==> src/hdl/pms_pkg.sv <==
// Package for the power mode sequencer: modes, domain sets, timing counts.
// Assumes a single 100 MHz clock and synchronous active-high reset.
//
// Function
// Request high, supplies good: full working mode
// Request low: save state, RF/baseband off
// Request high again: resume full mode, hot
// Auto mode after fix: sleep, start wake timer
// Wake timer expiry: resume for next fix
// Only backup supply: keep RTC and RAM
// Backup RAM survives for hot start
// No backup supply and POR loss: lose RAM
// Internal power-on reset plus external reset input
// Synchronise and filter request pin before use
package pms_pkg;

   // ****************************************************************
   // Timing
   // ****************************************************************
   localparam int CLK_PERIOD_NS   = 10;                    // Clock period
   localparam int FILTER_TIME_NS  = 200;                   // Request stable time
   localparam int FILTER_CYCLES   = (FILTER_TIME_NS + CLK_PERIOD_NS - 1) / CLK_PERIOD_NS;
   localparam int FILT_CNT_W      = 5;                     // Filter counter width
   localparam int POR_TIME_NS     = 1000;                  // Internal reset stretch
   localparam int POR_CYCLES      = (POR_TIME_NS + CLK_PERIOD_NS - 1) / CLK_PERIOD_NS;
   localparam int POR_CNT_W       = 7;                     // Power-on counter width
   localparam int WAKE_CNT_W      = 32;                    // Wake timer width
   localparam logic [WAKE_CNT_W-1:0] WAKE_DEFAULT = 32'h0000_1000; // Default wake period
   localparam int SAVE_CYCLES     = 4;                     // State save duration
   localparam int SAVE_CNT_W      = 3;                     // Save counter width

   // ****************************************************************
   // Modes
   // ****************************************************************
   typedef enum logic [2:0] {
      PMS_RESET  = 3'h0,   // Held in reset
      PMS_FULL   = 3'h1,   // Full working
      PMS_SAVE   = 3'h2,   // Saving state before sleep
      PMS_EXTLP  = 3'h3,   // Externally requested low power
      PMS_AUTOLP = 3'h4,   // Automatic low power, timer running
      PMS_BACKUP = 3'h5    // Battery backup
   } pms_mode_type;

   // Domain enables
   typedef struct packed {
      logic rf;            // RF front-end
      logic bb;            // Baseband core
      logic io;            // IO and power-on reset domain
      logic rtc;           // RTC and backup RAM
   } pms_dom_type;

   // Supply good indications
   typedef struct packed {
      logic main;          // Main supplies present
      logic backup;        // Backup supply present
   } pms_sup_type;

   localparam pms_dom_type DOM_ALL  = 4'hF;  // Every domain on
   localparam pms_dom_type DOM_LP   = 4'h3;  // IO and RTC only
   localparam pms_dom_type DOM_BK   = 4'h1;  // RTC only
   localparam pms_dom_type DOM_NONE = 4'h0;  // Everything off

   // Domain set per mode
   function automatic pms_dom_type dom_of(input pms_mode_type m);
      case (m)
         PMS_FULL, PMS_SAVE:   dom_of = DOM_ALL;
         PMS_EXTLP, PMS_AUTOLP: dom_of = DOM_LP;
         PMS_BACKUP:           dom_of = DOM_BK;
         default:              dom_of = DOM_NONE;
      endcase
   endfunction : dom_of

endpackage : pms_pkg

==> src/hdl/pms_req_filter.sv <==
// Two-flop synchroniser and stability filter for the power request pin.
// Assumes the pin is asynchronous to ref_clk.
`timescale 1ns/1ns
`default_nettype none
module pms_req_filter
   import pms_pkg::*;
(
   input  wire logic ref_clk,   // System clock
   input  wire logic srst,      // Synchronous reset
   input  wire logic pinAsync,  // Raw pin level
   output logic      levelQ     // Filtered level
);

   // ****************************************************************
   // Synchroniser and filter
   // ****************************************************************
   logic                  meta_q;  // First stage, read only by sync_q
   logic                  sync_q;  // Second stage
   logic [FILT_CNT_W-1:0] cnt_q;   // Stability counter
   wire                   differ = (sync_q != levelQ);
   wire                   done   = (cnt_q == FILT_CNT_W'(FILTER_CYCLES - 1));

   // Sample pin and qualify its level
   always_ff @(posedge ref_clk) begin
      if (srst) begin
         meta_q <= 1'b1;
         sync_q <= 1'b1;
         cnt_q  <= '0;
         levelQ <= 1'b1;
      end else begin
         meta_q <= pinAsync;
         sync_q <= meta_q;
         cnt_q  <= (differ && !done) ? cnt_q + 1'b1 : '0;
         if (differ && done) begin
            levelQ <= sync_q;
         end
      end
   end

   // Change only after a full stable run of the synchronised pin
   a_filter_stable: assert property (@(posedge ref_clk) disable iff (srst)
      (levelQ != $past(levelQ)) |->
         $past(sync_q) == levelQ && $past(cnt_q) == FILT_CNT_W'(FILTER_CYCLES - 1))
      else $error("filtered level changed without stable input");

endmodule : pms_req_filter
`default_nettype wire

==> src/hdl/power_mode_sequencer.sv <==
// Power mode sequencer: picks the operating mode and drives domain enables.
// Assumes supply-good levels and pins are asynchronous; one 100 MHz clock.
`timescale 1ns/1ns
`default_nettype none
module power_mode_sequencer
   import pms_pkg::*;
(
   input  wire logic                  ref_clk,            // System clock
   input  wire logic                  srst,               // Synchronous reset
   input  wire logic                  powerReq,           // Host power request pin
   input  wire logic                  external_reset_input_n, // External reset pin, low active
   input  wire logic                  mainSupplyGood,     // Main supplies present
   input  wire logic                  backup_supply,      // Backup supply present
   input  wire logic                  autoLpEnable,       // Automatic low power selected
   input  wire logic                  fixDone,            // Position obtained pulse
   input  wire logic [WAKE_CNT_W-1:0] wakePeriod,         // Wake timer reload
   output pms_dom_type                domEn,              // Domain enables
   output pms_mode_type               modeQ,              // Current mode
   output logic                       saveStrobe,         // Save state request
   output logic                       hotStart,           // Resume from retained state
   output logic                       retainValid,        // Backup RAM contents valid
   output logic                       coreRstN            // Core reset, low active
);

   // ****************************************************************
   // Input synchronisers
   // ****************************************************************
   pms_sup_type      supMeta_q;   // First stage, read only below
   pms_sup_type      sup_q;       // Synchronised supplies
   logic             rstMeta_q;   // First stage of reset pin
   logic             rstN_q;      // Synchronised reset pin
   logic             reqLevel;    // Filtered request level

   // Two flops for supplies and reset pin
   always_ff @(posedge ref_clk) begin
      if (srst) begin
         supMeta_q <= '0;
         sup_q     <= '0;
         rstMeta_q <= 1'b0;
         rstN_q    <= 1'b0;
      end else begin
         supMeta_q <= {mainSupplyGood, backup_supply};
         sup_q     <= supMeta_q;
         rstMeta_q <= external_reset_input_n;
         rstN_q    <= rstMeta_q;
      end
   end

   // Request pin filter
   pms_req_filter uFilt (
      .ref_clk  (ref_clk),
      .srst     (srst),
      .pinAsync (powerReq),
      .levelQ   (reqLevel)
   );

   // ****************************************************************
   // Internal power-on reset
   // ****************************************************************
   logic [POR_CNT_W-1:0] porCnt_q;   // Reset stretch counter
   wire  porDone  = (porCnt_q == POR_CNT_W'(POR_CYCLES));
   wire  anyReset = !porDone || !rstN_q;

   // Stretch reset after srst, main loss or external pin
   always_ff @(posedge ref_clk) begin
      if (srst || !rstN_q || !sup_q.main) begin
         porCnt_q <= '0;
      end else if (!porDone) begin
         porCnt_q <= porCnt_q + 1'b1;
      end
   end

   // ****************************************************************
   // Wake timer and save counter
   // ****************************************************************
   logic [WAKE_CNT_W-1:0] wake_q;   // RTC wake countdown
   logic [SAVE_CNT_W-1:0] save_q;   // Save phase counter
   logic                  auto_q;   // Sleep is automatic
   wire  wakeExp  = (modeQ == PMS_AUTOLP) && (wake_q == '0);
   wire  saveDone = (save_q == SAVE_CNT_W'(SAVE_CYCLES - 1));

   // ****************************************************************
   // Mode decision
   // ****************************************************************
   pms_mode_type modeD;
   logic         retainD;
   always_comb begin
      modeD   = modeQ;
      retainD = retainValid;
      if (!sup_q.main) begin
         modeD   = sup_q.backup ? PMS_BACKUP : PMS_RESET;
         retainD = retainValid && sup_q.backup;
      end else if (anyReset) begin
         modeD = PMS_RESET;
      end else begin
         case (modeQ)
            PMS_RESET, PMS_BACKUP: modeD = reqLevel ? PMS_FULL : PMS_EXTLP;
            PMS_FULL: begin
               if (!reqLevel) begin
                  modeD = PMS_SAVE;
               end else if (autoLpEnable && fixDone) begin
                  modeD = PMS_SAVE;
               end
            end
            PMS_SAVE: begin
               if (saveDone) begin
                  modeD   = auto_q ? PMS_AUTOLP : PMS_EXTLP;
                  retainD = 1'b1;
               end
            end
            PMS_EXTLP:  modeD = reqLevel ? PMS_FULL : PMS_EXTLP;
            PMS_AUTOLP: begin
               if (!reqLevel) begin
                  modeD = PMS_EXTLP;
               end else if (wakeExp) begin
                  modeD = PMS_FULL;
               end
            end
            default: modeD = PMS_RESET;
         endcase
      end
   end

   wire enterSave = (modeQ == PMS_FULL) && (modeD == PMS_SAVE);
   wire resumeHot = (modeD == PMS_FULL) && (modeQ != PMS_FULL) && retainD;

   // Mode register and outputs
   always_ff @(posedge ref_clk) begin
      if (srst) begin
         modeQ       <= PMS_RESET;
         domEn       <= DOM_NONE;
         retainValid <= 1'b0;
         saveStrobe  <= 1'b0;
         hotStart    <= 1'b0;
         coreRstN    <= 1'b0;
      end else begin
         modeQ       <= modeD;
         domEn       <= dom_of(modeD);
         retainValid <= retainD;
         saveStrobe  <= enterSave;
         hotStart    <= resumeHot;
         coreRstN    <= !anyReset && sup_q.main;
      end
   end

   // Timer and save counters
   always_ff @(posedge ref_clk) begin
      if (srst) begin
         wake_q <= '0;
         save_q <= '0;
         auto_q <= 1'b0;
      end else begin
         if (enterSave) begin
            auto_q <= reqLevel;
         end
         save_q <= (modeQ == PMS_SAVE) ? save_q + 1'b1 : '0;
         if (modeQ == PMS_SAVE) begin
            wake_q <= (wakePeriod == '0) ? WAKE_DEFAULT : wakePeriod;
         end else if (modeQ == PMS_AUTOLP && wake_q != '0) begin
            wake_q <= wake_q - 1'b1;
         end
      end
   end

   // ****************************************************************
   // Assertions
   // ****************************************************************
   // Domain sets per mode
   a_full_domains: assert property (@(posedge ref_clk) disable iff (srst)
      (modeQ == PMS_FULL) |-> domEn == DOM_ALL)
      else $error("full mode without all domains");
   a_lp_domains: assert property (@(posedge ref_clk) disable iff (srst)
      (modeQ == PMS_EXTLP || modeQ == PMS_AUTOLP) |-> domEn == DOM_LP)
      else $error("low power mode with wrong domains");

   // Host request: save on fall, resume on rise
   a_req_low_save: assert property (@(posedge ref_clk) disable iff (srst)
      (modeQ == PMS_FULL && !reqLevel && sup_q.main && !anyReset) |=> modeQ == PMS_SAVE && saveStrobe)
      else $error("request low did not start save");
   a_req_high_wake: assert property (@(posedge ref_clk) disable iff (srst)
      (modeQ == PMS_EXTLP && reqLevel && sup_q.main && !anyReset) |=> modeQ == PMS_FULL)
      else $error("request high did not resume");

   // Automatic sleep and timed wake
   a_auto_sleep: assert property (@(posedge ref_clk) disable iff (srst)
      (modeQ == PMS_SAVE && saveDone && auto_q && sup_q.main && !anyReset) |=> modeQ == PMS_AUTOLP)
      else $error("automatic sleep not entered");
   a_wake_expire: assert property (@(posedge ref_clk) disable iff (srst)
      (wakeExp && reqLevel && sup_q.main && !anyReset) |=> modeQ == PMS_FULL)
      else $error("wake timer did not resume");

   // Supply loss and retention
   a_backup_domains: assert property (@(posedge ref_clk) disable iff (srst)
      (modeQ == PMS_BACKUP) |-> domEn == DOM_BK && retainValid == $past(retainValid))
      else $error("backup mode domains wrong");
   a_rtc_kept: assert property (@(posedge ref_clk) disable iff (srst)
      (modeQ != PMS_RESET) |-> domEn.rtc)
      else $error("clock domain off while powered");
   a_retain_lost: assert property (@(posedge ref_clk) disable iff (srst)
      (!sup_q.main && !sup_q.backup) |=> !retainValid)
      else $error("retained data survived total loss");
   a_hot_pulse: assert property (@(posedge ref_clk) disable iff (srst)
      hotStart |-> modeQ == PMS_FULL && retainValid)
      else $error("hot start without retained state");

   // Reset handling
   a_ext_reset: assert property (@(posedge ref_clk) disable iff (srst)
      (!rstN_q && sup_q.main) |=> !coreRstN && modeQ == PMS_RESET)
      else $error("external reset not applied");
   a_full_core: assert property (@(posedge ref_clk) disable iff (srst)
      (modeQ == PMS_FULL) |-> coreRstN)
      else $error("full mode while core held in reset");

   // Save strobe only on entry from full working
   a_save_strobe: assert property (@(posedge ref_clk) disable iff (srst)
      saveStrobe |-> modeQ == PMS_SAVE && $past(modeQ) == PMS_FULL)
      else $error("save strobe outside save entry");

   // Main scenarios reached
   c_ext_lp: cover property (@(posedge ref_clk) modeQ == PMS_EXTLP ##1 modeQ == PMS_FULL);
   c_auto_cycle: cover property (@(posedge ref_clk) modeQ == PMS_AUTOLP ##1 modeQ == PMS_FULL);
   c_backup_hot: cover property (@(posedge ref_clk) modeQ == PMS_BACKUP ##[1:300] hotStart);
   c_ext_reset: cover property (@(posedge ref_clk) $fell(rstN_q) ##[1:300] coreRstN);

endmodule : power_mode_sequencer
`default_nettype wire

==> config.mk <==
export PLATFORM = sky130hd
export DESIGN_NAME = power_mode_sequencer
export DESIGN_NICKNAME = d
export VERILOG_FILES = /design/src/hdl/pms_pkg.sv /design/src/hdl/pms_req_filter.sv /design/src/hdl/power_mode_sequencer.sv
export SDC_FILE = /design/constraint.sdc
export NUM_CORES = 1
export LEC_CHECK = 0
export BUFFER_PORTS_ARGS = -buffer_cell sky130_fd_sc_hd__buf_4
export CORE_MARGIN = 5
export CORE_UTILIZATION = 50
export CTS_BUF_LIST = sky130_fd_sc_hd__clkbuf_8
export DETAILED_ROUTE_END_ITERATION = 10
export GPL_ROUTABILITY_DRIVEN = 0
export GPL_TIMING_DRIVEN = 1
export PLACE_DENSITY = 0.75
export SETUP_SLACK_MARGIN = 0.15
export SYNTH_ARGS = -nofsm -noshare
export SYNTH_HDL_FRONTEND = slang
export SYNTH_SLANG_ARGS = --single-unit
==> constraint.sdc <==
create_clock -name ref_clk -period 2.75 [get_ports ref_clk]
set_input_delay 0.4125 -clock ref_clk [delete_from_list [all_inputs] [get_ports ref_clk]]
set_output_delay 0.4125 -clock ref_clk [all_outputs]
set_load 0.03 [all_outputs]
# Yosys cells after proc, flatten, opt, wreduce, memory -nomap -nowiden
# Index checks and enable logic that the tools add are counted.
[word_totals]
ff_bits = 68
latchBits = 0
mem_bits_rw = 0
romBits = 0
input_bits = 40
out_inout_bits = 11
wordCells = 91
memories = 0
[classes]
add_sub_neg = 4
mul = 0
div_mod_pow = 0
order_cmp = 0
n_eq_ne = 15
shifts = 0
n_mux = 19
bitwise = 2
n_reduce_logical = 28
[op_table]
columns = ["cell", "n"]
rows = [
  ["32-bit 2-to-1 mux", 3],
  ["32-bit logical NOT", 2],
  ["32-bit nonzero test", 1],
  ["32-bit by 1-bit subtractor with 32-bit output (second input constant)", 1],
  ["3-bit 2-to-1 mux", 9],
  ["3-bit by 2-bit equality test with 1-bit output (second input constant)", 5],
  ["3-bit equality test (second input constant)", 4],
  ["3-bit case mux with 4 select lines", 1],
  ["4-bit case mux with 3 select lines", 1],
  ["1-bit logical AND", 10],
  ["2-bit OR reduction", 4],
  ["7-bit by 1-bit adder with 7-bit output (second input constant)", 1],
  ["7-bit equality test (second input constant)", 1],
  ["3-bit by 1-bit equality test with 1-bit output (second input constant)", 2],
  ["5-bit by 1-bit adder with 5-bit output (second input constant)", 1],
  ["5-bit equality test (second input constant)", 1],
  ["1-bit logical NOT", 5],
  ["1-bit 2-to-1 mux", 4],
  ["3-bit by 1-bit adder with 3-bit output (second input constant)", 1],
  ["3-bit logical NOT", 1],
  ["1-bit logical OR", 3],
  ["3-bit by 1-bit inequality test with 1-bit output (second input constant)", 1],
  ["3-bit OR reduction", 1],
  ["2-bit 2-to-1 mux", 1],
  ["other kinds (3)", 4],
]

# Longest topological paths before layout
[logic_depth]
depth_word = 10
depth_mapped = 8

# Cells and area by module
# From an unflattened synthesis, not the netlist that was laid out.
[unflattened]
cells_unflattened = 420
hier_area_um2 = 3580.9
[modules_own_cells]
columns = ["mod", "instances", "cells_each", "area_each_um2", "seq_area_each_um2"]
rows = [
  ["power_mode_sequencer", 1, 389, 3261.9, 1181.1],
  ["pms_req_filter", 1, 31, 319.1, 160.2],
]

# Least setup slack after synthesis
# OpenSTA, ideal clock, no wires.
[synth_path]
path_kind = "flip-flop to flip-flop"
start = "register wake_q[23]"
end = "register wake_q[23]"
arrival_time_ns = 1.981
t_required_ns = 2.633
path_slack_ns = 0.652
path_stages_with_launch = 8
path_buffers = 2
period_less_slack_ns = 2.098
cell_sequence = "dfxtp_1 or4_4 nand4bb_4 o31ai_4 buf_6 buf_8 a21oi_2 a32o_1"
[synth_via]
elab_chain_cells = 3
word_cells_on_any_way = 6
[synth_rtl]
columns = ["element", "line", "rtl"]
rows = [
  ["start: declaration", "power_mode_sequencer.sv:76", "logic [WAKE_CNT_W-1:0] wake_q;"],
  ["start signal: assignment", "power_mode_sequencer.sv:158", "wake_q <= (wakePeriod == '0) ? WAKE_DEFAULT : wakePeriod;"],
  ["start signal: assignment", "power_mode_sequencer.sv:160", "wake_q <= wake_q - 1'b1;"],
  ["32-bit by 1-bit subtractor with 32-bit output or 32-bit nonzero test (tied branches)", "power_mode_sequencer.sv:160, power_mode_sequencer.sv:159", ""],
  ["32-bit 2-to-1 mux or 1-bit logical AND (tied branches)", "power_mode_sequencer.sv:159", "end else if (modeQ == PMS_AUTOLP && wake_q != '0) begin"],
  ["32-bit 2-to-1 mux or 2-bit nonzero test (tied branches)", "n/a", ""],
]
# Several ways; a longest one is shown, not always the timed one. The select of a mux whose other input is x is not followed.
# A chain may end at the register's enable or synchronous reset.

# Final worst setup path
[layout_path]
start = "register wake_q[7]"
end = "register wake_q[16]"
# The elaborated chain is that of the path after synthesis.

==> summary by stage <==
Floorplanning
Once the floorplan was initialized, standard cells occupied between 50% and 60% of the core. The floorplan has 31 rows. The floorplan step defined a die boundary enclosing 0.00903 mm². about 50 I/O pins were placed. The total core area is 0.00714 mm². The die is 95.0 µm wide. From bottom edge to top edge, the die measures around 95 µm.

Synth
Yosys mapped a number of flops with a built-in enable equal to 0. The register area share after synthesis is 37.1%. The count of different cell masters after synthesis is 67. Averaged over all synthesized cells, the footprint is between 8 and 9 µm².

For this run, the leading register cell type out of synthesis is sky130_fd_sc_hd__dfxtp_1. The number of standard cells after synthesis is just over 400. Synthesis inferred 67 register bits. The number of nets in the synthesized netlist is ~460. For this run, the number of Yosys warnings is 0. Of all flip-flops after synthesis, the portion carrying an async set or reset was 0%. The mapped netlist covers between 0.003 and 0.004 mm².

CTS
The number of clock sinks is between 60 and 70. The quantity of hold-fixing buffers added after cts is 0. The insertion delay of the later-clocked pin in the worst-skew pair is approximately 0.34 ns. The count of H-tree levels built during CTS is 3. In this run the post-CTS setup repair buffer count came out at 0. The number of gates given a new drive strength after cts is 0. Clock tree synthesis selected as its root buffer the cell sky130_fd_sc_hd__clkbuf_8. The number of clock buffers added by TritonCTS is 9. The maximum number of buffers from clock root to sink is 2. The clock transition at the registers of the reported paths is ~0.080 ns. TritonCTS built the clock tree.

Routing
The routed length per instance is approximately 17 µm. In the routed design, unresolved DRC markers number 0. The first routing iteration left about 290 violations.

The count of TritonRoute iterations in the first routing pass is 4. Summed over all layers, the routed wires come to ~9.3 mm. The routed layout has roughly 3400 vias. The number of antenna-violating nets in the routed design is 0. The detailed-route vias per instance is 6.01.

Setup path
In this design, the stage delay of the slowest critical-path cell is ~0.47 ns. Among all stages on the critical path, the largest delay is contributed by sky130_fd_sc_hd__nor4_4. The cell family contributing the most delay on the critical path is simple AND/OR/NAND/NOR gates. The startpoint class of the critical path is a flip-flop. The critical path is of the flip-flop to flip-flop type. The critical path goes through nor4_4 > nand4_4 > o31a_1 > buf_4 > a221oi_1 > nor3_1. The number of buffers and inverters on the critical path is 1. Along the worst path, the maximum fanout reaches 22. The worst path arrival time is ~2.5 ns.

STA classifies the critical path endpoint as a flip-flop. Data on the critical path is required at its endpoint by around 3 ns.

Power
The clock network accounts for roughly 14% of the total power. The leakage dissipation is 1.57 nW. Total power for the finished layout comes to roughly 5.0 mW. The worst-case IR drop observed on VDD is between 700 and 800 µV. The sequential power share is between 20% and 30%. The switching component of the power is roughly 2.4 mW. The relative contribution of combinational cells to total power is 59.9%.

The switching share of power is between 40% and 50%. The internal power contribution is 2.61 mW. For this design the ratio of total power to cell area is roughly 1200 mW/mm².

Global route
The number of global-route vias before repair is around 3200. Entering global routing, the biggest net connects 43 pins. The first global-routing pass estimated 15.1 mm of wire. Global routing finished with a remaining overflow of 0.

The combined global-route utilization of all metal layers is between 20% and 30%. The number of antenna violations at the first check in global routing was 0.

STA
The number of pins with negative max-slew slack in the final report is 0. The worst slack on hold paths is 0.248 ns. The final-layout setup total negative slack is 0 ns.

Setup repair after global routing left no endpoint under its margin. Timing would allow up to between 400 and 500 MHz. The actual transition at the worst max-transition pin is ~0.70 ns.

Setup violations remaining at the end of the flow were counted as 0. The post-route clock skew is ~0.012 ns. The worst path needs about 2.3 ns of the cycle, external delays included. The relative slew slack is 53.1%. The fraction of the cycle the final worst path needs is a little over four fifths. The number of hold violations in the final report came to 0.

Final layout
The non-filler instance count after layout is ~560. The share of the core filled with cells in the final layout is between 50% and 60%. For this run, the post-layout net count is 505.

The proportion of layout cells with a drive suffix above 1 is about a fifth. The number of antenna cells inserted is 0. The relative area change from synthesis to final layout is 16.5%.

Place
Once placement completed, the tool counted placed cells totaling 546. The number of I/O port buffers is 50. Detailed placement ended at an HPWL of roughly 6.6 mm.

Run status
The flow ran to the end, and the final reports show no timing, DRC or antenna violations.

Run
The total of max-cap violations is 0.

Min path
The worst min-delay path category is input port to flip-flop.
routing by layer:
layer / share of wire (%) / global-route usage (%)
met4: 2.3 / 9.74
met1: 44 / 26.2
met3: 6.4 / 6.08
met5: 0 / 0
met2: 47 / 34.9
stage by stage:
| stage | cell area [µm²] | worst slack (ns) |
|---|---|---|
| after CTS | 4210 | 0.458 |
| after global routing | 4210 | 0.296 |
| after global placement | 4040 | 0.602 |
| final | 4210 | 0.432 |
| after detailed placement | 4040 | 0.520 |
| after floorplan | 3610 | 0.652 |
Yosys cell counts (all sizes together) (2+ instances only):
master / n / share of area (%)
a2111oi: 2 / 1.0
a211oi: 3 / 0.62
a21oi: 20 / 2.9
a22oi: 4 / 0.83
a311oi: 11 / 2.7
a31oi: 5 / 0.87
a32o: 4 / 1.1
a32oi: 2 / 0.48
and2: 3 / 0.52
and3: 5 / 0.87
and4: 3 / 0.73
buf: 11 / 2.4
clkbuf: 15 / 1.6
dfxtp: 67 / 37
ha: 7 / 2.4
inv: 11 / 1.1
mux2i: 3 / 0.83
nand2: 22 / 2.3
nand2b: 4 / 0.69
nand3: 18 / 2.6
nand3b: 4 / 0.83
nand4: 6 / 1.5
nand4bb: 2 / 1.1
nor2: 43 / 4.5
nor2b: 6 / 1.0
nor3: 16 / 2.4
nor3b: 2 / 0.42
nor4: 19 / 4.7
o211ai: 6 / 1.2
o21ai: 15 / 2.1
o311ai: 3 / 0.73
o31a: 2 / 0.48
o31ai: 9 / 2.3
o32ai: 2 / 0.48
o41ai: 4 / 0.97
or2: 6 / 1.0
or3: 15 / 2.7
or4: 9 / 2.0
xnor2: 9 / 2.2
xor2: 5 / 1.2
cell usage in the layout (no fill, tap or decap), types with 6 or more instances in the layout:
| master | count |
|---|---|
| sky130_fd_sc_hd__dfxtp_1 | 67 |
| sky130_fd_sc_hd__buf_4 | 59 |
| sky130_fd_sc_hd__nor2_1 | 43 |
| sky130_fd_sc_hd__nand2_1 | 22 |
| sky130_fd_sc_hd__a21oi_1 | 19 |
| sky130_fd_sc_hd__nand3_1 | 17 |
| sky130_fd_sc_hd__nor3_1 | 15 |
| sky130_fd_sc_hd__nor4_1 | 15 |
| sky130_fd_sc_hd__or3_1 | 14 |
| sky130_fd_sc_hd__o21ai_0 | 14 |
| sky130_fd_sc_hd__inv_1 | 11 |
| sky130_fd_sc_hd__a311oi_1 | 11 |
| sky130_fd_sc_hd__xnor2_1 | 9 |
| sky130_fd_sc_hd__clkbuf_8 | 9 |
| sky130_fd_sc_hd__o31ai_1 | 8 |
| sky130_fd_sc_hd__or4_1 | 8 |
| sky130_fd_sc_hd__ha_1 | 7 |
| sky130_fd_sc_hd__or2_2 | 6 |
| sky130_fd_sc_hd__nor2b_1 | 6 |
| sky130_fd_sc_hd__o211ai_1 | 6 |
path summary, 6_finish.rpt:
check               startpoint            to  slack (ns)  cells past startpoint
setup / recovery     wake_q[7]    wake_q[16]        0.43                      6
hold / removal        powerReq  uFilt.meta_q        0.25                      2
setup reg to reg     wake_q[7]    wake_q[16]        0.43                      6
hold reg to reg   uFilt.meta_q  uFilt.sync_q        0.42                      1
power by group through the flow:
stage	sequential (mW)	combinational, mW	clock [mW]
CTS	1.27	2.94	0.742
global route	1.30	3.24	0.782
floorplan	1.25	2.32	0
global placement	1.28	2.89	0
detailed placement	1.29	2.93	0
finish	1.28	2.98	0.720
cell type report:
cell class	count	area, µm²
Clock inverter	6	42.5
Fill cell	682	2930
Sequential cell	67	1340
Multi-Input combinational cell	310	2090
Inverter	11	41.3
Timing Repair Buffer	59	443
Clock buffer	9	124
Tap cell	99	124
registers in the layout (all words and copies together), names as in the netlist, 2 cells and up:
name / count
wake_q: 32
porCnt_q: 7
uFilt.cnt_q: 5
domEn: 3
modeQ: 3
save_q: 3
supMeta_q: 2
sup_q: 2
cell families after synthesis:
kind of cell | Yosys count | synth area share (%)
AO/OA/AOI/OAI | 97 | 19.8
XOR/XNOR | 14 | 3.39
adder cells (fa/ha/maj) | 7 | 2.42
buffers and inverters | 37 | 5.05
flip-flops | 67 | 37.1
multiplexers | 4 | 1.14
AND/OR/NAND/NOR | 188 | 31.1
Power figures use the tool's default switching activity.
